<file path="config.mk">
export PLATFORM = sky130hd
export DESIGN_NAME = servo_status_and_encoder_out
export DESIGN_NICKNAME = d
export VERILOG_FILES = /design/src/rtl/servo_out_pkg.sv /design/src/rtl/servo_status_and_encoder_out.sv /design/src/rtl/quad_encoder_out.sv
export SDC_FILE = /design/constraint.sdc
export NUM_CORES = 1
export LEC_CHECK = 0
export BUFFER_PORTS_ARGS = -buffer_cell sky130_fd_sc_hd__buf_2
export CAP_MARGIN = 10
export CORE_MARGIN = 5
export CORE_UTILIZATION = 34
export DETAILED_ROUTE_END_ITERATION = 8
export SYNTH_ARGS = -nofsm -noshare
export SYNTH_HDL_FRONTEND = slang
export SYNTH_SLANG_ARGS = --single-unit
export TNS_END_PERCENT = 100
</file>
<file path="constraint.sdc">
create_clock -name clock_i -period 4.63 [get_ports clock_i]
set_clock_uncertainty 0.05 [all_clocks]
set_input_delay 0.2315 -clock clock_i [delete_from_list [all_inputs] [get_ports clock_i]]
set_output_delay 0.2315 -clock clock_i [all_outputs]
set_load 0.03 [all_outputs]
</file>
<file path="src/rtl/servo_out_pkg.sv">
package servo_out_pkg;
  // ---------------------------------------------------------------
  // register map (byte addresses)
  // ---------------------------------------------------------------
  localparam logic [11:0] ctrl_addr = 12'h000;
  localparam logic [11:0] status_addr = 12'h004;
  localparam logic [11:0] irq_stat_addr = 12'h008;
  localparam logic [11:0] irq_mask_addr = 12'h00c;
  localparam logic [11:0] pulses_addr = 12'h010;
  localparam logic [11:0] pos_addr = 12'h014;
  // ---------------------------------------------------------------
  // control fields
  // ---------------------------------------------------------------
  localparam int ctrl_abs_en = 0;
  localparam int ctrl_indexer = 1;
  localparam int ctrl_home_req = 2;
  localparam int ctrl_home_ok = 3;
  localparam int ctrl_gear_chg = 4;
  localparam int ctrl_stn_dir_chg = 5;
  localparam int ctrl_remote_reset = 6;
  localparam int ctrl_erase_evt = 7;
  // ---------------------------------------------------------------
  // status / irq fields
  // ---------------------------------------------------------------
  localparam int st_ready = 0;
  localparam int st_fault_free = 1;
  localparam int st_homing_done = 2;
  localparam int st_homing = 3;
  localparam int irq_w = 4;
  localparam int irq_alarm = 0;
  localparam int irq_home_done = 1;
  localparam int irq_home_lost = 2;
  localparam int irq_rev = 3;
  // ---------------------------------------------------------------
  // reset values and timing
  // ---------------------------------------------------------------
  localparam logic [15:0] pulses_rst = 16'h1000;
  localparam logic [31:0] zero_data = 32'h0000_0000;
  localparam longint clk_hz = 250000000;
  localparam longint alm_ms = 1500;
  localparam longint alm_cyc = (alm_ms * clk_hz) / 1000 - 1;
  localparam longint zpw_us = 400;
  localparam longint zpw_cyc = (zpw_us * clk_hz) / 1000000;
endpackage

</file>
<file path="src/rtl/servo_status_and_encoder_out.sv">
// Functional notes
// - ready after servo-on and drive operable
// - fault-free drops on power loss or trip
// - fault-free rises within 1.5 s
// - remote alarm bit inverts fault-free
// - homing done on successful home return
// - abs mode: servo-off, stop, reset, alarm occurrence
// - either stroke end off clears homing done
// - new homing needed after invalidating events
// - off while homing; station param change clears
// - valid homing done follows ready
// - manual pulse inputs ignored in indexer mode
// - quadrature pulses per rev from parameter
// - ccw: b lags a quarter cycle
// - one zero pulse per revolution
// - zero output active low at zero point
// - zero pulse at least 400 us wide
//
// The placing of the registers and the APB slave port were chosen for this implementation.
`timescale 1ns/1ps
module servo_status_and_encoder_out #(
  parameter longint alm_cyc = servo_out_pkg::alm_cyc,
  parameter longint zpw_cyc = servo_out_pkg::zpw_cyc
) (
  // clock and reset
  input wire logic clock_i,
  input wire logic rst_i,
  // apb
  input wire logic psel_i,
  input wire logic penable_i,
  input wire logic pwrite_i,
  input wire logic [11:0] paddr_i,
  input wire logic [31:0] pwdata_i,
  output logic [31:0] prdata_o,
  output logic pready_o,
  output logic pslverr_o,
  // drive state
  input wire logic servo_on_cmd_i,
  input wire logic drive_operable_i,
  input wire logic power_ok_i,
  input wire logic base_shutoff_i,
  input wire logic alarm_i,
  input wire logic abs_position_erase_alarm_i,
  input wire logic abs_counter_warning_i,
  // pins
  input wire logic forced_stop_in_i,
  input wire logic fwd_stroke_end_in_i,
  input wire logic rev_stroke_end_in_i,
  input wire logic manual_pulse_fwd_in_i,
  input wire logic manual_pulse_rev_in_i,
  // motor position
  input wire logic motor_step_i,
  input wire logic motor_ccw_i,
  // status outputs
  output logic ready_out_o,
  output logic fault_free_out_o,
  output logic remote_alarm_bit_o,
  output logic homing_done_out_o,
  output logic remote_homing_done_bit_o,
  output logic manual_fwd_o,
  output logic manual_rev_o,
  output logic quad_a_out_o,
  output logic quad_b_out_o,
  output logic zero_point_out_n_o,
  output logic irq_o
);
  // ---------------------------------------------------------------
  // pin synchronisers
  // ---------------------------------------------------------------
  logic [4:0] meta_r;
  logic [4:0] sync_r;
  always_ff @(posedge clock_i or posedge rst_i) begin
    if (rst_i) begin
      meta_r <= 5'h00;
      sync_r <= 5'h00;
    end else begin
      meta_r <= {forced_stop_in_i, fwd_stroke_end_in_i, rev_stroke_end_in_i,
                 manual_pulse_fwd_in_i, manual_pulse_rev_in_i};
      sync_r <= meta_r;
    end
  end
  wire stop_closed = sync_r[4];
  wire fwd_on = sync_r[3];
  wire rev_on = sync_r[2];

  // ---------------------------------------------------------------
  // apb registers
  // ---------------------------------------------------------------
  localparam int irq_w_l = servo_out_pkg::irq_w;
  logic [7:0] ctrl_r;
  logic [irq_w_l-1:0] irq_stat_r;
  logic [irq_w_l-1:0] irq_mask_r;
  logic [15:0] pulses_r;
  wire acc = psel_i && penable_i;
  wire wr = acc && pwrite_i;
  wire rd = acc && !pwrite_i;
  wire hit_ctrl = paddr_i == servo_out_pkg::ctrl_addr;
  wire hit_stat = paddr_i == servo_out_pkg::status_addr;
  wire hit_irq = paddr_i == servo_out_pkg::irq_stat_addr;
  wire hit_mask = paddr_i == servo_out_pkg::irq_mask_addr;
  wire hit_pul = paddr_i == servo_out_pkg::pulses_addr;
  wire hit_pos = paddr_i == servo_out_pkg::pos_addr;
  wire hit_any = hit_ctrl | hit_stat | hit_irq | hit_mask | hit_pul | hit_pos;
  // self-clearing strobes from control writes
  wire [7:0] wctl = (wr && hit_ctrl) ? pwdata_i[7:0] : 8'h00;
  wire home_req = wctl[servo_out_pkg::ctrl_home_req];
  wire home_ok = wctl[servo_out_pkg::ctrl_home_ok];
  wire gear_chg = wctl[servo_out_pkg::ctrl_gear_chg];
  wire stn_chg = wctl[servo_out_pkg::ctrl_stn_dir_chg];
  wire rem_rst = wctl[servo_out_pkg::ctrl_remote_reset];
  wire abs_en = ctrl_r[servo_out_pkg::ctrl_abs_en];
  wire indexer = ctrl_r[servo_out_pkg::ctrl_indexer];
  wire abs_en_rise = wr && hit_ctrl && !abs_en &&
                     pwdata_i[servo_out_pkg::ctrl_abs_en];

  always_ff @(posedge clock_i or posedge rst_i) begin
    if (rst_i) begin
      ctrl_r <= 8'h00;
      irq_mask_r <= '0;
      pulses_r <= servo_out_pkg::pulses_rst;
    end else if (wr) begin
      if (hit_ctrl) ctrl_r <= {6'h00, pwdata_i[1:0]};
      if (hit_mask) irq_mask_r <= pwdata_i[irq_w_l-1:0];
      if (hit_pul && pwdata_i[15:0] != 16'h0000) pulses_r <= pwdata_i[15:0];
    end
  end

  // ---------------------------------------------------------------
  // ready and fault-free
  // ---------------------------------------------------------------
  logic ready_r;
  logic fault_free_r;
  logic remote_alarm_r;
  logic [31:0] pon_cnt_r;
  wire pon_done = pon_cnt_r >= 32'(alm_cyc);
  wire any_alarm = alarm_i | abs_position_erase_alarm_i | base_shutoff_i;
  always_ff @(posedge clock_i or posedge rst_i) begin
    if (rst_i) begin
      pon_cnt_r <= 32'h0000_0000;
      ready_r <= 1'b0;
      fault_free_r <= 1'b0;
      remote_alarm_r <= 1'b1;
    end else begin
      if (!power_ok_i) pon_cnt_r <= 32'h0000_0000;
      else if (!pon_done) pon_cnt_r <= pon_cnt_r + 32'h0000_0001;
      ready_r <= servo_on_cmd_i && drive_operable_i && fault_free_r;
      fault_free_r <= power_ok_i && !any_alarm && pon_done;
      // own flop so the remote bit leaves the block straight from a register
      remote_alarm_r <= !(power_ok_i && !any_alarm && pon_done);
    end
  end

  // ---------------------------------------------------------------
  // home return state
  // ---------------------------------------------------------------
  typedef enum logic [1:0] {
    hs_none = 2'b00,
    hs_homing = 2'b01,
    hs_valid = 2'b10
  } home_state_t;
  home_state_t hs_r;
  home_state_t hs_nxt;
  wire stroke_off = !fwd_on || !rev_on;
  wire abs_lost = abs_en && (!servo_on_cmd_i || !stop_closed || rem_rst ||
                             any_alarm);
  // these events demand a fresh home return before reporting again
  wire invalidate = abs_position_erase_alarm_i | abs_counter_warning_i |
                    gear_chg | abs_en_rise | stn_chg;
  always_comb begin
    hs_nxt = hs_r;
    unique case (hs_r)
      hs_none: if (home_req) hs_nxt = hs_homing;
      hs_homing: if (home_ok) hs_nxt = hs_valid;
      hs_valid: if (home_req) hs_nxt = hs_homing;
      default: hs_nxt = hs_none;
    endcase
    if (invalidate || abs_lost) hs_nxt = hs_none;
  end
  logic homing_done_r;
  wire homing_done_nxt = (hs_r == hs_valid) && !stroke_off &&
                         !abs_lost && ready_r;
  always_ff @(posedge clock_i or posedge rst_i) begin
    if (rst_i) begin
      hs_r <= hs_none;
      homing_done_r <= 1'b0;
    end else begin
      hs_r <= hs_nxt;
      homing_done_r <= homing_done_nxt;
    end
  end

  // ---------------------------------------------------------------
  // manual pulse gating
  // ---------------------------------------------------------------
  logic man_fwd_r;
  logic man_rev_r;
  always_ff @(posedge clock_i or posedge rst_i) begin
    if (rst_i) begin
      man_fwd_r <= 1'b0;
      man_rev_r <= 1'b0;
    end else begin
      man_fwd_r <= sync_r[1] && !indexer;
      man_rev_r <= sync_r[0] && !indexer;
    end
  end

  // ---------------------------------------------------------------
  // encoder emulation: one edge per output-count quarter step
  // ---------------------------------------------------------------
  logic [17:0] pos_r;
  logic step_r;
  logic dir_r;
  logic rev_evt_r;
  wire [17:0] edges_per_rev = {pulses_r, 2'b00};
  wire at_top = pos_r == edges_per_rev - 18'h0_0001;
  always_ff @(posedge clock_i or posedge rst_i) begin
    if (rst_i) begin
      pos_r <= 18'h0_0000;
      step_r <= 1'b0;
      dir_r <= 1'b0;
      rev_evt_r <= 1'b0;
    end else begin
      step_r <= motor_step_i;
      dir_r <= motor_ccw_i;
      rev_evt_r <= 1'b0;
      if (motor_step_i && motor_ccw_i) begin
        pos_r <= at_top ? 18'h0_0000 : pos_r + 18'h0_0001;
        rev_evt_r <= at_top;
      end else if (motor_step_i) begin
        pos_r <= (pos_r == 18'h0_0000) ? edges_per_rev - 18'h0_0001
                                       : pos_r - 18'h0_0001;
        rev_evt_r <= pos_r == 18'h0_0001;
      end
    end
  end
  quad_encoder_out u_quad (
    .clock_i(clock_i),
    .rst_i(rst_i),
    .step_i(step_r),
    .dir_ccw_i(dir_r),
    .quad_a_o(quad_a_out_o),
    .quad_b_o(quad_b_out_o)
  );
  // pulse stretched to the minimum width; a crossing during it restarts it
  logic [31:0] zp_cnt_r;
  logic zp_n_r;
  always_ff @(posedge clock_i or posedge rst_i) begin
    if (rst_i) begin
      zp_cnt_r <= 32'h0000_0000;
      zp_n_r <= 1'b1;
    end else if (rev_evt_r) begin
      zp_cnt_r <= 32'(zpw_cyc);
      zp_n_r <= 1'b0;
    end else if (zp_cnt_r != 32'h0000_0000) begin
      zp_cnt_r <= zp_cnt_r - 32'h0000_0001;
      zp_n_r <= zp_cnt_r == 32'h0000_0001;
    end
  end

  // ---------------------------------------------------------------
  // interrupts and read data
  // ---------------------------------------------------------------
  wire rd_irq = rd && hit_irq;
  wire [irq_w_l-1:0] irq_evt = {rev_evt_r,
                                homing_done_r && !homing_done_nxt,
                                homing_done_nxt && !homing_done_r,
                                fault_free_r && !(power_ok_i && !any_alarm)};
  wire [31:0] status_word = {28'h000_0000, (hs_r == hs_homing),
                             homing_done_r, fault_free_r, ready_r};
  wire [31:0] rdata =
    hit_ctrl ? {24'h00_0000, ctrl_r} :
    hit_stat ? status_word :
    hit_irq ? {28'h000_0000, irq_stat_r} :
    hit_mask ? {28'h000_0000, irq_mask_r} :
    hit_pul ? {16'h0000, pulses_r} :
    hit_pos ? {14'h0000, pos_r} : servo_out_pkg::zero_data;
  logic [31:0] prdata_r;
  logic pslverr_r;
  logic irq_r;
  always_ff @(posedge clock_i or posedge rst_i) begin
    if (rst_i) begin
      irq_stat_r <= '0;
      prdata_r <= servo_out_pkg::zero_data;
      pslverr_r <= 1'b0;
      irq_r <= 1'b0;
    end else begin
      // only bits already handed out by the read are cleared, so an
      // event landing at the setup edge is not lost
      irq_stat_r <= (irq_stat_r & ~(rd_irq ? prdata_r[irq_w_l-1:0] : '0)) |
                    irq_evt;
      prdata_r <= (psel_i && !penable_i) ? rdata : prdata_r;
      pslverr_r <= psel_i && !penable_i && !hit_any;
      irq_r <= |(irq_stat_r & irq_mask_r);
    end
  end

  // ---------------------------------------------------------------
  // output drive
  // ---------------------------------------------------------------
  assign prdata_o = prdata_r;
  assign pready_o = 1'b1;
  assign pslverr_o = pslverr_r;
  assign ready_out_o = ready_r;
  assign fault_free_out_o = fault_free_r;
  assign remote_alarm_bit_o = remote_alarm_r;
  assign homing_done_out_o = homing_done_r;
  assign remote_homing_done_bit_o = homing_done_r;
  assign manual_fwd_o = man_fwd_r;
  assign manual_rev_o = man_rev_r;
  assign zero_point_out_n_o = zp_n_r;
  assign irq_o = irq_r;

  // ---------------------------------------------------------------
  // checks
  // ---------------------------------------------------------------
  property p_ready;
    @(posedge clock_i) disable iff (rst_i)
      ready_r |-> $past(servo_on_cmd_i) && $past(drive_operable_i);
  endproperty
  a_ready: assert property (p_ready) else $error("ready without servo-on");
  property p_ff_drop;
    @(posedge clock_i) disable iff (rst_i)
      !power_ok_i |=> !fault_free_r;
  endproperty
  a_ff_drop: assert property (p_ff_drop) else $error("fault-free held");
  property p_remote_alm;
    @(posedge clock_i) disable iff (rst_i)
      remote_alarm_bit_o != fault_free_out_o;
  endproperty
  a_remote_alm: assert property (p_remote_alm) else $error("alarm polarity");
  property p_stroke;
    @(posedge clock_i) disable iff (rst_i)
      stroke_off |=> !homing_done_r;
  endproperty
  a_stroke: assert property (p_stroke) else $error("stroke end ignored");
  property p_follow;
    @(posedge clock_i) disable iff (rst_i)
      homing_done_r |-> ready_r || $past(ready_r);
  endproperty
  a_follow: assert property (p_follow) else $error("homing done w/o ready");
  property p_homing_off;
    @(posedge clock_i) disable iff (rst_i)
      hs_r == hs_homing |=> !homing_done_r;
  endproperty
  a_homing_off: assert property (p_homing_off) else $error("done while homing");
  property p_indexer;
    @(posedge clock_i) disable iff (rst_i)
      indexer && $past(indexer) |-> !man_fwd_r && !man_rev_r;
  endproperty
  a_indexer: assert property (p_indexer) else $error("manual pulse passed");
  property p_zp;
    @(posedge clock_i) disable iff (rst_i)
      rev_evt_r |=> !zp_n_r [*8];
  endproperty
  a_zp: assert property (p_zp) else $error("zero pulse too short");
endmodule

</file>
<file path="src/rtl/quad_encoder_out.sv">
`timescale 1ns/1ps
module quad_encoder_out (
  // clock and reset
  input wire logic clock_i,
  input wire logic rst_i,
  // motion
  input wire logic step_i,
  input wire logic dir_ccw_i,
  // outputs
  output logic quad_a_o,
  output logic quad_b_o
);
  logic [1:0] phase_r;
  logic [1:0] phase_nxt;
  // gray step: ccw goes 00-10-11-01 on (a,b), so b lags a
  assign phase_nxt = dir_ccw_i ? {~phase_r[0], phase_r[1]}
                               : {phase_r[0], ~phase_r[1]};
  always_ff @(posedge clock_i or posedge rst_i) begin
    if (rst_i) begin
      phase_r <= 2'h0;
    end else if (step_i) begin
      phase_r <= phase_nxt;
    end
  end
  assign quad_a_o = phase_r[1];
  assign quad_b_o = phase_r[0];
endmodule

</file>
; Word-level counts from Yosys, hierarchy flattened
; Cells that the tools add are included.
[word_totals]
wordCells = 143
mem_bits_ro = 0
output_inout_bits = 45
register_bits = 166
mem_count = 0
ramBits = 0
in_bits = 63
latch_bits = 0
[op_classes]
n_eq_ne = 13
n_lt_le_gt_ge = 1
n_reduce_logical = 58
bitwise = 17
n_div = 0
muxes = 25
add_sub_neg = 5
multipliers = 0
n_shift = 0
[ops]
columns = cell, count
row1 = 18-bit 2-to-1 mux, 10
row2 = 32-bit 2-to-1 mux, 4
row3 = "18-bit by 1-bit subtractor with 18-bit output, second input constant", 2
row4 = "32-bit by 1-bit adder with 32-bit output, second input constant", 1
row5 = "32-bit by 1-bit equality test with 1-bit output, second input constant", 1
row6 = "32-bit by 29-bit >= comparator with 1-bit output, second input constant", 1
row7 = 32-bit nonzero test, 1
row8 = "32-bit by 1-bit subtractor with 32-bit output, second input constant", 1
row9 = "12-bit by 4-bit equality test with 1-bit output, second input constant", 2
row10 = "12-bit by 5-bit equality test with 1-bit output, second input constant", 2
row11 = 1-bit logical AND, 24
row12 = "18-bit by 1-bit adder with 18-bit output, second input constant", 1
row13 = "18-bit by 1-bit equality test with 1-bit output, second input constant", 1
row14 = 18-bit equality test, 1
row15 = 18-bit logical NOT, 1
row16 = 1-bit logical NOT, 16
row17 = 16-bit nonzero test, 1
row18 = "12-bit by 3-bit equality test with 1-bit output, second input constant", 1
row19 = 12-bit logical NOT, 1
row20 = 1-bit bitwise OR, 11
row21 = 4-bit bitwise AND, 2
row22 = 2-bit 2-to-1 mux, 4
row23 = 2-bit AND reduction, 4
row24 = 7-bit 2-to-1 mux, 1
row25 = 16 further kinds, 25

; Longest topological paths before layout
; Gate-level depths: netlist of run 1.
[logic_depth]
ltp_word = 13
depth_mapped = 12
ltp_nobuf = 9

; Cells and area by module
; Synthesis of run 1 repeated with hierarchy kept, for this count alone.
[unflattened]
hier_cells = 936
area_unflattened_um2 = 8745.9
[modules_own_cells]
columns = mod, seq_area_each_um2, cells_per_inst, area_per_inst_um2, n_inst
row1 = servo_status_and_encoder_out, 3757.4, 928, 8650.8, 1
row2 = quad_encoder_out, 50.0, 8, 95.1, 1

; Worst setup path before layout of run 1
; No wires, ideal clock.
[synth_timing]
kind = reg-to-reg
start = reg pulses_r[0]
end = reg pos_r[17]
setup_ps = 143
path_slack_ps = 1663
arrival_time_ps = 2774
n_path_buf = 3
path_stages_with_launch = 13
required_time_ps = 4437
synth_period_minus_slack_ps = 2967
path_cell_list = dfrtp_1 clkbuf_1 inv_1 ha_1 nor4b_2 nand2_1 xor2_1 a221o_1 or4_1 buf_2 o31ai_2 buf_4 o221ai_1
[synth_between]
elab_chain_len = 4
elab_cells_between_ends = 6
classes_between = 1 x add/sub / 1 x eq/ne / 4 x mux
[synth_rtl]
columns = element, line
row1 = from (decl), servo_status_and_encoder_out.sv:93  ; logic [15:0] pulses_r;
row2 = from (signal assigned), servo_status_and_encoder_out.sv:120  ; pulses_r <= servo_out_pkg::pulses_rst;
row3 = from (signal assigned), servo_status_and_encoder_out.sv:124  ; if (hit_pul && pwdata_i[15:0] != 16'h0000) pulses_r <= pwdata_i[15:0];
row4 = 18-bit by 1-bit subtractor with 18-bit output *, "servo_status_and_encoder_out.sv:215, servo_status_and_encoder_out.sv:230"
row5 = 18-bit equality test / 18-bit 2-to-1 mux (equally long branches), "servo_status_and_encoder_out.sv:215, servo_status_and_encoder_out.sv:230"
row6 = "18-bit 2-to-1 mux, on equally long branches", "servo_status_and_encoder_out.sv:227, servo_status_and_encoder_out.sv:229"
row7 = 18-bit 2-to-1 mux *, servo_status_and_encoder_out.sv:226  ; if (motor_step_i && motor_ccw_i) begin
row8 = to (signal assigned), servo_status_and_encoder_out.sv:227  ; pos_r <= at_top ? 18'h0_0000 : pos_r + 18'h0_0001;
row9 = to (signal assigned), servo_status_and_encoder_out.sv:230  ; pos_r <= (pos_r == 18'h0_0000) ? edges_per_rev - 18'h0_0001
row10 = to (decl), servo_status_and_encoder_out.sv:210  ; logic [17:0] pos_r;
; Every way passes the cells marked *; elsewhere a longest branch is shown, timed or not. The select of a mux whose other input is x is not followed.
; A chain may end at the register's enable or synchronous reset.

; Final worst setup path of run 1
[layout_timing]
start = reg pulses_r[0]
end = reg pos_r[5]
; Same word-level chain as after synthesis.

==> impl_metrics.csv, run 1 <==
group,metric,value,unit
run_status,status,"completed",
power,p_leak,4.361,nW
detailed_routing,first_iter_violations,571,
die,dieArea,29420,um^2
worst_hold_path,worstHoldStart,"pwdata_i[8]",
final_layout,syn2layout_area_growth,14.87,%
die,die_w,171.5,um
final_layout,final_common_cell,"dfrtp_1",
worst_setup_path,endpoint_kind,"flop",
sta,post-route-min-period,3.731,ns
grt,grt_antenna_before_repair,0,
final_layout,n_fill_cell,2585,
worst_setup_path,startpoint,"pulses_r[0]$_DFFE_PP0P_",
grt,grt_pass1_vias,7180,
worst_setup_path,cp_cell_sequence,"inv_1 > ha_1 > nor4b_2 > nand2_1 > xor2_1 > a221o_1 > or4_1 > o31ai_2 > o221ai_1",
detailed_routing,vias_per_cell,5.498,
placed_design,portBuffers,76,
clock_network,cts_buffer_depth,2,
detailed_routing,wire_per_inst,17.04,um
sta,setup_tns,0,ns
detailed_routing,vias,7516,
detailed_routing,totalWireLength,23290,um
sta,max_freq,268.0,MHz
detailed_routing,drtPass1Iterations,5,
worst_setup_path,cpPeakStageDelay,0.73,ns
final_layout,seqCellArea,3807,um^2
grt,grtUsageTotal,0.1642,
clock_network,root_buffer,"clkbuf_16",
power,seqPwrFrac,0.437,
die,fp.dieH,171.5,um
clock_network,clock_latency,0.43,ns
synthesis,yosysSeqAreaShare,0.4292,
final_layout,nNetsFinal,1089,
worst_setup_path,critPathLaunchType,"flop",
grt,grt_pass1_wl,38950,um
power,clkPwrFrac,0.395,
detailed_routing,ant_nets,0,
clock_network,post_cts.repair.setup_buffers,0,
worst_setup_path,worstPathArrival,3.95,ns
placed_design,place_congestion,0.8646,
sta,relSlewSlack,0.2519,
power,p_per_area,377.3,nW/um^2
die,ioPinCount,108,
worst_setup_path,reg2reg_from,"pulses_r[0]$_DFFE_PP0P_",
worst_setup_path,critPathRequiredTime,4.85,ns
power,internal_power,2.657,mW
worst_hold_path,hp-class,"input port to flop",
synthesis,netlist_area,8871,um^2
synthesis,synth_edf_count,0,
worst_setup_path,crit_fanout,11,
sta,tightest_slew,1.122,ns
synthesis,synth_area_per_cell,9.164,um^2
final_layout,drive_gt1_frac,0.1628,
worst_setup_path,crit_slowest_cell,"o31ai_2",
synthesis,async_flop_share,1.000,
clock_network,cts_tree,"done",
sta,fin_crit_sh,0.8058,
placed_design,dpl.hpwl,16530,um
synthesis,yosys_most_used_dff,"dfrtp_1",
sta,setup-violations-final,0,
grt,grt_remaining_overflow,0,
placed_design,pre_cts_ws,0.9028,ns
clock_network,path_clk_slew,0.07,ns
power,comb_power_share,0.168,
final_layout,antennaDiodeCount,0,
sta,setup_slack,0.8990,ns
clock_network,clock_sinks,152,
die,core,25910,um^2
power,power.share.switching,0.3088,
power,ir_drop,0.2639,mV
sta,finalMaxSlewViolations,0,
final_layout,layout_common_cells,"dfrtp_1, nand2_1, buf_2",
power,switchingPower,1.187,mW
grt,grt_max_degree,90,
detailed_routing,drc,0,
synthesis,yosysWarnings,0,
synthesis,synth_seq_cells,152,
clock_network,numCtsBuffers,17,
die,initial_core_util,0.3424,
synthesis,syn_inst,968,
worst_setup_path,crit_type,"flop to flop",
die,rows,59,
synthesis,synth_cell_types,69,
clock_network,h-tree-depth,4,
sta,final_hold_viol_count,0,
final_layout,multi_input_area,4682,um^2
sta,grt_setup_unrepaired,"no",
flow_run,max_cap_violations,0,
==> timing repair <==
action,in CTS,in global routing
endpoints found under the hold margin,95,0
gates resized for setup,0,0
hold buffers,13,0
==> critical path, delay by kind of cell, from the launching register on <==
kind,cells,cell delay (ns)
AOI/OAI and AO/OA,3,1.34
buffers and inverters,1,0.09
and+or+nand+nor,3,1.22
DFF,1,0.46
xor gates and xnor gates,1,0.21
adders and majority gates,1,0.21
==> worst paths after layout <==
| kind | slack [ns] | depth (start not counted) | endpoint |
|---|---|---|---|
| max | 0.90 | 9 | pos_r[5]$_DFFE_PP0P_ |
| min | 0.01 | 2 | pulses_r[8]$_DFFE_PP0P_ |
| max reg2reg | 0.90 | 9 | pos_r[5]$_DFFE_PP0P_ |
| min reg2reg | 0.30 | 0 | sync_r[4]$_DFF_PP0_ |
| max in group asynchronous | 2.96 | 4 | prdata_o[6]$_DFFE_PP0P_ |
| min in group asynchronous | 0.45 | 3 | zp_cnt_r[28]$_DFFE_PP0P_ |
==> kinds of logic (layout without fill, tap and decap cells) <==
logic type	Yosys count	count (layout)	share of synthesized area
and+or+nand+nor	390	390	0.2348
xor gates and xnor gates	59	59	0.05980
other	2	15	0.0008466
buffers and inverters	97	148	0.04965
DFF	152	152	0.4292
adders and majority gates	7	7	0.009873
muxes	49	49	0.05867
AOI/OAI and AO/OA	212	212	0.1571
==> synthesized netlist by cell type (all sizes together) (23+ instances only) <==
cell type  instances  area (um^2)
clkbuf            49        183.9
xnor2             35        306.5
xor2              23        201.4
or4               24        195.2
nor2              69        259.0
buf               28        181.4
a21oi             57        285.3
or3               27        168.9
dfrtp            149         3729
nor3              51        275.3
nor4              27        175.2
o21ai             52        260.3
nand2             83        311.6
mux2              24        270.3
o31ai             30        230.2
mux2i             25        250.2
nand3             29        145.1
==> metal layers <==
| metal | global-route usage | routed length, um | vias to the layer above | part of all wire |
|---|---|---|---|---|
| li1 | - | - | 3623 | - |
| met1 | 0.2368 | 10970 | 3675 | 0.47 |
| met2 | 0.2557 | 10740 | 201 | 0.46 |
| met3 | 0.03769 | 1436 | 17 | 0.062 |
| met4 | 0.03066 | 148 | 0 | 0.0064 |
| met5 | 0 | 0 | - | 0 |
==> power groups by stage <==
stage	logic, mW	registers, mW	clock network, mW
2_1_floorplan	0.565	1.58	0
3_3_place_gp	0.622	1.69	0
3_5_place_dp	0.637	1.69	0
4_1_cts	0.647	1.67	1.55
5_1_grt	0.727	1.71	1.61
6_report	0.646	1.68	1.52
==> area by class of cell <==
type / instances / share of cell area
inverters: 20 / 0.007859
clock buffers: 20 / 0.04384
clock inverters: 12 / 0.01879
multi-input cells: 732 / 0.4595
flip-flops and latches: 152 / 0.3736
repair buffers: 96 / 0.05526
well taps: 335 / 0.04113
==> flip-flops by register name, indices dropped and copies added (netlist names), 2 cells and up <==
register and cells:
ctrl_r 2, hs_r 2, irq_mask_r 4, irq_stat_r 4
meta_r 5, pon_cnt_r 32, pos_r 18, prdata_o 18
pulses_r 16, sync_r 5, u_quad.phase_r 2, zp_cnt_r 32
==> per-stage QoR <==
| stage | total power [mW] | instances | util | area (um^2) | hold slack, ns |
|---|---|---|---|---|---|
| detailed placement | 2.331 | 1322 | 0.3636 | 9422 | 0.2856 |
| CTS | 3.868 | 1367 | 0.3933 | 10190 | 0.002554 |
| floorplan | 2.149 | 981 | - | 8920 | 0.2129 |
| global route | 4.046 | 1367 | 0.3933 | 10190 | 0.001900 |
| finish | 3.844 | 1367 | 0.3933 | 10190 | 0.01456 |
| global placement | 2.312 | 1322 | 0.3636 | 9422 | 0.2821 |
Power figures use the tool's default switching activity.
==> run 2, diff against run 1 <==
--- a/config.mk
+++ b/config.mk
@@ -5,6 +5,7 @@
 export SDC_FILE = /design/constraint.sdc
 export NUM_CORES = 1
 export LEC_CHECK = 0
+export ABC_AREA = 1
 export BUFFER_PORTS_ARGS = -buffer_cell sky130_fd_sc_hd__buf_2
 export CAP_MARGIN = 10
 export CORE_MARGIN = 5
==> constraint.sdc (replaced) <==
create_clock -name clock_i -period 3 [get_ports clock_i]
set_clock_uncertainty 0.05 [all_clocks]
set_input_delay 0.15 -clock clock_i [delete_from_list [all_inputs] [get_ports clock_i]]
set_output_delay 0.15 -clock clock_i [all_outputs]
set_load 0.03 [all_outputs]
==> impl_metrics.csv, run 2 <==
group,metric,value,unit
worst_hold_path,worstHoldStart,"pwdata_i[1]",
die,core,27930,um^2
final_layout,drive_gt1_frac,0.1306,
detailed_routing,ant_nets,0,
sta,setup_tns,0,ns
synthesis,synthTopCellsByCount,"nand2_1, nor2_1, dfrtp_1",
synthesis,synth_cell_types,49,
clock_network,numCtsBuffers,17,
worst_setup_path,endpoint_kind,"flop",
grt,grt_pass1_vias,9102,
synthesis,synth_seq_cells,152,
worst_setup_path,reg2reg_from,"pulses_r[0]$_DFFE_PP0P_",
worst_setup_path,critPathRequiredTime,3.27,ns
power,fin_total_pwr,5.567,mW
clock_network,cts_tree,"done",
worst_setup_path,cpPeakStageDelay,0.43,ns
synthesis,synthAdderAreaFrac,0.009051,
power,p_per_area,494.1,nW/um^2
synthesis,yosysWarnings,0,
final_layout,syn2layout_area_growth,16.43,%
synthesis,synth_top_area_cell,"dfrtp_1",
synthesis,synth_top_area_share,0.3853,
placed_design,placed_area,10420,um^2
worst_hold_path,hold_end,"ctrl_r[1]$_DFFE_PP0N_",
detailed_routing,totalWireLength,27530,um
clock_network,clock_latency,0.44,ns
placed_design,numPlacedInstances,1783,
worst_setup_path,crit_top_cell,"nand2_1",
grt,grt_antenna_before_repair,0,
sta,tightest_slew,0.9164,ns
die,die_w,178.7,um
synthesis,async_flop_share,1.000,
synthesis,synth_edf_count,0,
grt,grt_pass1_wl,45420,um
clock_network,cts_buffer_depth,2,
power,ir_drop,0.4274,mV
detailed_routing,drtPass1Iterations,5,
sta,final_hold_viol_count,0,
sta,fin_crit_sh,0.8205,
detailed_routing,vias_per_cell,5.022,
detailed_routing,wire_per_inst,14.96,um
worst_setup_path,crit_fanout,19,
power,p_leak,5.279,nW
final_layout,final_common_cell,"nand2_1",
detailed_routing,drc,0,
final_layout,final_cells,1841,
worst_setup_path,cp_cell_sequence,"inv_2 > ha_1 > nand2_2 > nor2_2 > nand2_1 > nand3_1 > nand2_1 > nor2_1 > nand3_1 > nor2_2 > nand3_4 > o21ai_0 > nand2_1",
sta,grt_setup_unrepaired,"no",
worst_setup_path,regToRegSetupSlack,0.54,ns
synthesis,synth.area.top_cells,"dfrtp_1, nand2_1, nor2_1, inv_1, o21ai_0",
clock_network,path_clk_slew,0.07,ns
synthesis,yosys_most_used_dff,"dfrtp_1",
placed_design,dpl.hpwl,20850,um
die,dieArea,31940,um^2
die,initial_core_util,0.3464,
sta,setup-violations-final,0,
final_layout,layout_common_cells,"nand2_1, nor2_1, dfrtp_1",
worst_setup_path,crit_type,"flop to flop",
final_layout,antennaDiodeCount,0,
sta,relSlewSlack,0.3884,
die,rows,61,
clock_network,clock_sinks,152,
clock_network,root_buffer,"clkbuf_16",
worst_hold_path,whs_path_depth,3,
synthesis,synth_xor_area_frac,0.03944,
die,ioPinCount,108,
synthesis,synth_area_per_cell,7.131,um^2
die,fp.dieH,178.7,um
sta,finalMaxSlewViolations,0,
sta,post-route-min-period,2.461,ns
worst_setup_path,timing.critical_path.buf_inv,1,
worst_setup_path,critPathLaunchType,"flop",
worst_hold_path,hp-class,"input port to flop",
grt,grt_remaining_overflow,0,
worst_setup_path,crit_slowest_cell,"dfrtp_1",
synthesis,synth-simple-area-share,0.3428,
final_layout,reg_top3,"pon_cnt_r x32, zp_cnt_r x32",
worst_setup_path,rr_worst_depth,13,
synthesis,yosysSeqAreaShare,0.3935,
grt,grtUsageTotal,0.1765,
synthesis,synth.most_common_cell,"nand2_1",
synthesis,muxShareOfSynthArea,0.01047,
sta,hold_ws,0.008122,ns
placed_design,portBuffers,76,
synthesis,netlist_area,9677,um^2
sta,max_freq,406.3,MHz
detailed_routing,first_iter_violations,645,
placed_design,place_congestion,0.9265,
final_layout,nNetsFinal,1520,
synthesis,synth_top_family_by_area,"simple AND/OR/NAND/NOR gates",
synthesis,syn_inst,1357,
grt,grt_max_degree,60,
final_layout,fin_area,11270,um^2
run_status,status,"completed",
clock_network,h-tree-depth,4,
worst_setup_path,cpLargestDelayFamily,"simple AND/OR/NAND/NOR gates",
worst_setup_path,regToRegEndpoint,"pos_r[0]$_DFFE_PP0P_",
flow_run,max_cap_violations,0,
detailed_routing,vias,9246,
worst_setup_path,worstPathArrival,2.73,ns
synthesis,synth_compound_area_frac,0.1124,
run 2: cell types whose count changed in the layout (fill, tap and decap cells not counted), sizes merged, moves of 15 or more:
cell and change:
o31ai -18, nand2 +249, mux2 -15, nand2b -15
nor2 +127, mux2i -25, nand4 +35, xnor2 -25
or4 -24, inv +126, nand3 +71, o21ai +58
or3 -27
run 2: power breakdown:
group	internal [mW]	total, mW	switching [mW]
registers	2.20	2.41	0.210
clock network	1.30	2.20	0.900
logic	0.345	0.962	0.617
total	3.84	5.57	1.73
run 2: worst max path at each step:
stage                                            to  slack [ns]                startpoint  cells after the start
final                          pos_r[0]$_DFFE_PP0P_        0.54   pulses_r[0]$_DFFE_PP0P_                     13
after global routing      pon_cnt_r[19]$_DFFE_PP0P_        0.32  pon_cnt_r[0]$_DFFE_PP0P_                     14
after CTS                      pos_r[0]$_DFFE_PP0P_        0.53   pulses_r[0]$_DFFE_PP0P_                     13
after detailed placement       pos_r[0]$_DFFE_PP0P_        0.54   pulses_r[0]$_DFFE_PP0P_                     13
after global placement         pos_r[0]$_DFFE_PP0P_        0.57   pulses_r[0]$_DFFE_PP0P_                     13
after floorplan               ctrl_r[0]$_DFFE_PP0N_        0.89                     rst_i                      1
run 2: cells by family after synthesis:
family | count (synthesis)
AO/OA/AOI/OAI | 201
AND/OR/NAND/NOR | 736
multiplexers | 9
other | 2
flip-flops | 152
XOR/XNOR | 42
adder cells (fa/ha/maj) | 7
buffers and inverters | 208
run 2: worst register-to-register path, cell delays in order (launching register included):
cell     delay, ns
dfrtp_1       0.43
inv_2         0.14
ha_1          0.28
nand2_2       0.10
nor2_2        0.17
nand2_1       0.12
nand3_1       0.08
nand2_1       0.05
nor2_1        0.12
nand3_1       0.11
nor2_2        0.14
nand3_4       0.26
o21ai_0       0.25
nand2_1       0.07
run 2: layout make-up:
| class | instances | area (um^2) |
|---|---|---|
| multi-input cells | 1010 | 5031 |
| inverters | 149 | 563.0 |
| fillers | 2992 | 16670 |
| clock inverters | 9 | 113.9 |
| flip-flops and latches | 152 | 3807 |
| clock buffers | 23 | 478.0 |
| repair buffers | 120 | 800.8 |
| well taps | 378 | 473.0 |
run 2: repair_timing:
action,in CTS,in global routing
gates resized for setup,0,0
hold buffers,26,0
setup buffers,0,0
endpoints found under the hold margin,58,0
run 2: per-stage QoR:
stage                     utilization  worst slack [ns]
after floorplan                     -            0.8855
after global placement         0.3728            0.5704
after detailed placement       0.3728            0.5400
after CTS                      0.4033            0.5309
after global routing           0.4033            0.3158
final                          0.4033            0.5385
run 2: metal layers:
layer / global-route usage / wire length, um
met5: 0 / 0
met4: 0.04861 / 508
met3: 0.02868 / 1143
met2: 0.2966 / 12890
met1: 0.2364 / 13000
==> run 3, diff against run 2 <==
==> constraint.sdc (replaced) <==
create_clock -name clock_i -period 2.2 [get_ports clock_i]
set_clock_uncertainty 0.05 [all_clocks]
set_input_delay 0.11 -clock clock_i [delete_from_list [all_inputs] [get_ports clock_i]]
set_output_delay 0.11 -clock clock_i [all_outputs]
set_load 0.03 [all_outputs]
==> impl_metrics.csv, run 3 (same netlist as run 2, synthesis figures left out) <==
group,metric,value,unit
power,p_leak,5.641,nW
power,internal_power,5.204,mW
die,die_w,178.7,um
die,ioPinCount,108,
power,power.share.switching,0.3275,
detailed_routing,totalWireLength,28960,um
die,initial_core_util,0.3464,
clock_network,clock_sinks,152,
sta,final_hold_viol_count,0,
sta,grt_setup_unrepaired,"yes",
detailed_routing,vias,9451,
run_status,status,"completed",
sta,fin_crit_sh,0.9995,
die,fp.dieH,178.7,um
worst_hold_path,whs_path_depth,3,
power,switchingPower,2.534,mW
detailed_routing,drc,0,
detailed_routing,first_iter_violations,669,
clock_network,h-tree-depth,4,
grt,grt_remaining_overflow,0,
sta,hold_ws,0.02203,ns
placed_design,portBuffers,76,
sta,setup-violations-final,0,
final_layout,syn2layout_area_growth,24.62,%
clock_network,cts_tree,"done",
placed_design,place_congestion,0.9136,
worst_setup_path,critPathLaunchType,"flop",
clock_network,path_clk_slew,0.07,ns
clock_network,cts_buffer_depth,2,
final_layout,antennaDiodeCount,0,
grt,grt_antenna_before_repair,0,
die,core,27930,um^2
worst_setup_path,critPathRequiredTime,2.48,ns
placed_design,dpl.hpwl,21270,um
power,ir_drop,0.7386,mV
worst_setup_path,endpoint_kind,"flop",
power,comb_power_share,0.203,
detailed_routing,drtPass1Iterations,5,
grt,grt_pass1_wl,46200,um
worst_setup_path,worstPathArrival,2.48,ns
final_layout,final_common_cell,"nand2_1",
sta,relSlewSlack,0.5304,
detailed_routing,vias_per_cell,4.966,
placed_design,numPlacedInstances,1834,
flow_run,max_cap_violations,0,
sta,setup_slack,0.001065,ns
power,clkPwrFrac,0.378,
power,p_per_area,641.7,nW/um^2
clock_network,root_buffer,"clkbuf_16",
grt,grt_max_degree,120,
final_layout,final_cells,1903,
worst_setup_path,crit_fanout,8,
sta,post-route-min-period,2.199,ns
die,dieArea,31940,um^2
final_layout,nNetsFinal,1583,
clock_network,clock_latency,0.44,ns
final_layout,drive_gt1_frac,0.2079,
power,fin_total_pwr,7.739,mW
final_layout,reg_top3,"pon_cnt_r x32, zp_cnt_r x32",
worst_setup_path,rr_worst_depth,14,
worst_setup_path,crit_type,"flop to flop",
power,seqPwrFrac,0.419,
detailed_routing,wire_per_inst,15.22,um
grt,grtUsageTotal,0.1813,
detailed_routing,ant_nets,0,
sta,max_freq,454.8,MHz
sta,tightest_slew,0.7027,ns
final_layout,layout_common_cells,"nand2_1, nor2_1, dfrtp_1",
placed_design,pre_cts_ws,-0.08382,ns
clock_network,numCtsBuffers,17,
grt,grt_pass1_vias,9068,
sta,finalMaxSlewViolations,0,
die,rows,61,
worst_hold_path,hp-class,"input port to flop",
run 3: worst max-delay path: stages, from the launching register on:
cell     delay (ns)
dfrtp_1        0.40
buf_6          0.13
nor2_4         0.18
nand3_4        0.13
nor2_4         0.16
nand2_2        0.08
nand2_2        0.07
nand2_1        0.05
nand2_1        0.08
nand3_2        0.10
nor2_4         0.13
nand3_4        0.20
buf_6          0.21
nand2_1        0.05
a21oi_1        0.06
run 3: metal layers:
layer / up-vias / wire, um / GRT usage
met5: - / 0 / 0
met4: 0 / 534 / 0.04797
met3: 43 / 1204 / 0.03037
met2: 237 / 13940 / 0.3102
met1: 4439 / 13280 / 0.2384
li1: 4732 / - / -
run 3: final timing paths:
path | slack (ns) | from | to
min in group asynchronous | 0.31 | rst_i | prdata_o[3]$_DFFE_PP0P_
hold reg to reg | 0.30 | meta_r[3]$_DFF_PP0_ | sync_r[3]$_DFF_PP0_
max in group asynchronous | 1.24 | rst_i | pos_r[0]$_DFFE_PP0P_
setup reg to reg | 0.001 | pulses_r[1]$_DFFE_PP0P_ | pos_r[5]$_DFFE_PP0P_
hold / removal | 0.02 | pwdata_i[3] | pulses_r[3]$_DFFE_PP0P_
setup / recovery | 0.001 | pulses_r[1]$_DFFE_PP0P_ | pos_r[5]$_DFFE_PP0P_
run 3: final cells by class:
type                            instances  area, um^2
Clock buffer                           19       442.9
Inverter                              149       563.0
Sequential cell                       152        3815
Fill cell                            2876       15880
Multi-Input combinational cell       1010        5316
Timing Repair Buffer                  183        1329
Tap cell                              378       473.0
Clock inverter                         12       120.1
run 3: what timing repair did:
action	4_1_cts	5_1_grt
pin swaps	1	28
hold buffers	29	0
setup endpoints to repair	11	24
setup buffers	3	6
gates cloned	0	0
endpoints found under the hold margin	182	0
resized for setup	2	89
run 3: per-stage QoR:
step / utilization / setup TNS, ns / cell area, um^2
final: 0.4317 / 0 / 12060
after global routing: 0.4317 / -2.420 / 12060
after global placement: 0.3874 / -0.3868 / 10820
after detailed placement: 0.3874 / -0.6900 / 10820
after CTS: 0.4192 / 0 / 11710
after floorplan: - / 0 / 9729
run 3: power groups by stage:
stage                     Combinational, mW  Sequential [mW]  Clock, mW
after global placement                 1.43             3.28          0
final                                  1.57             3.25       2.92
after detailed placement               1.45             3.28          0
after floorplan                        1.05             3.21          0
after CTS                              1.50             3.23       2.97
after global routing                   1.75             3.28       3.10
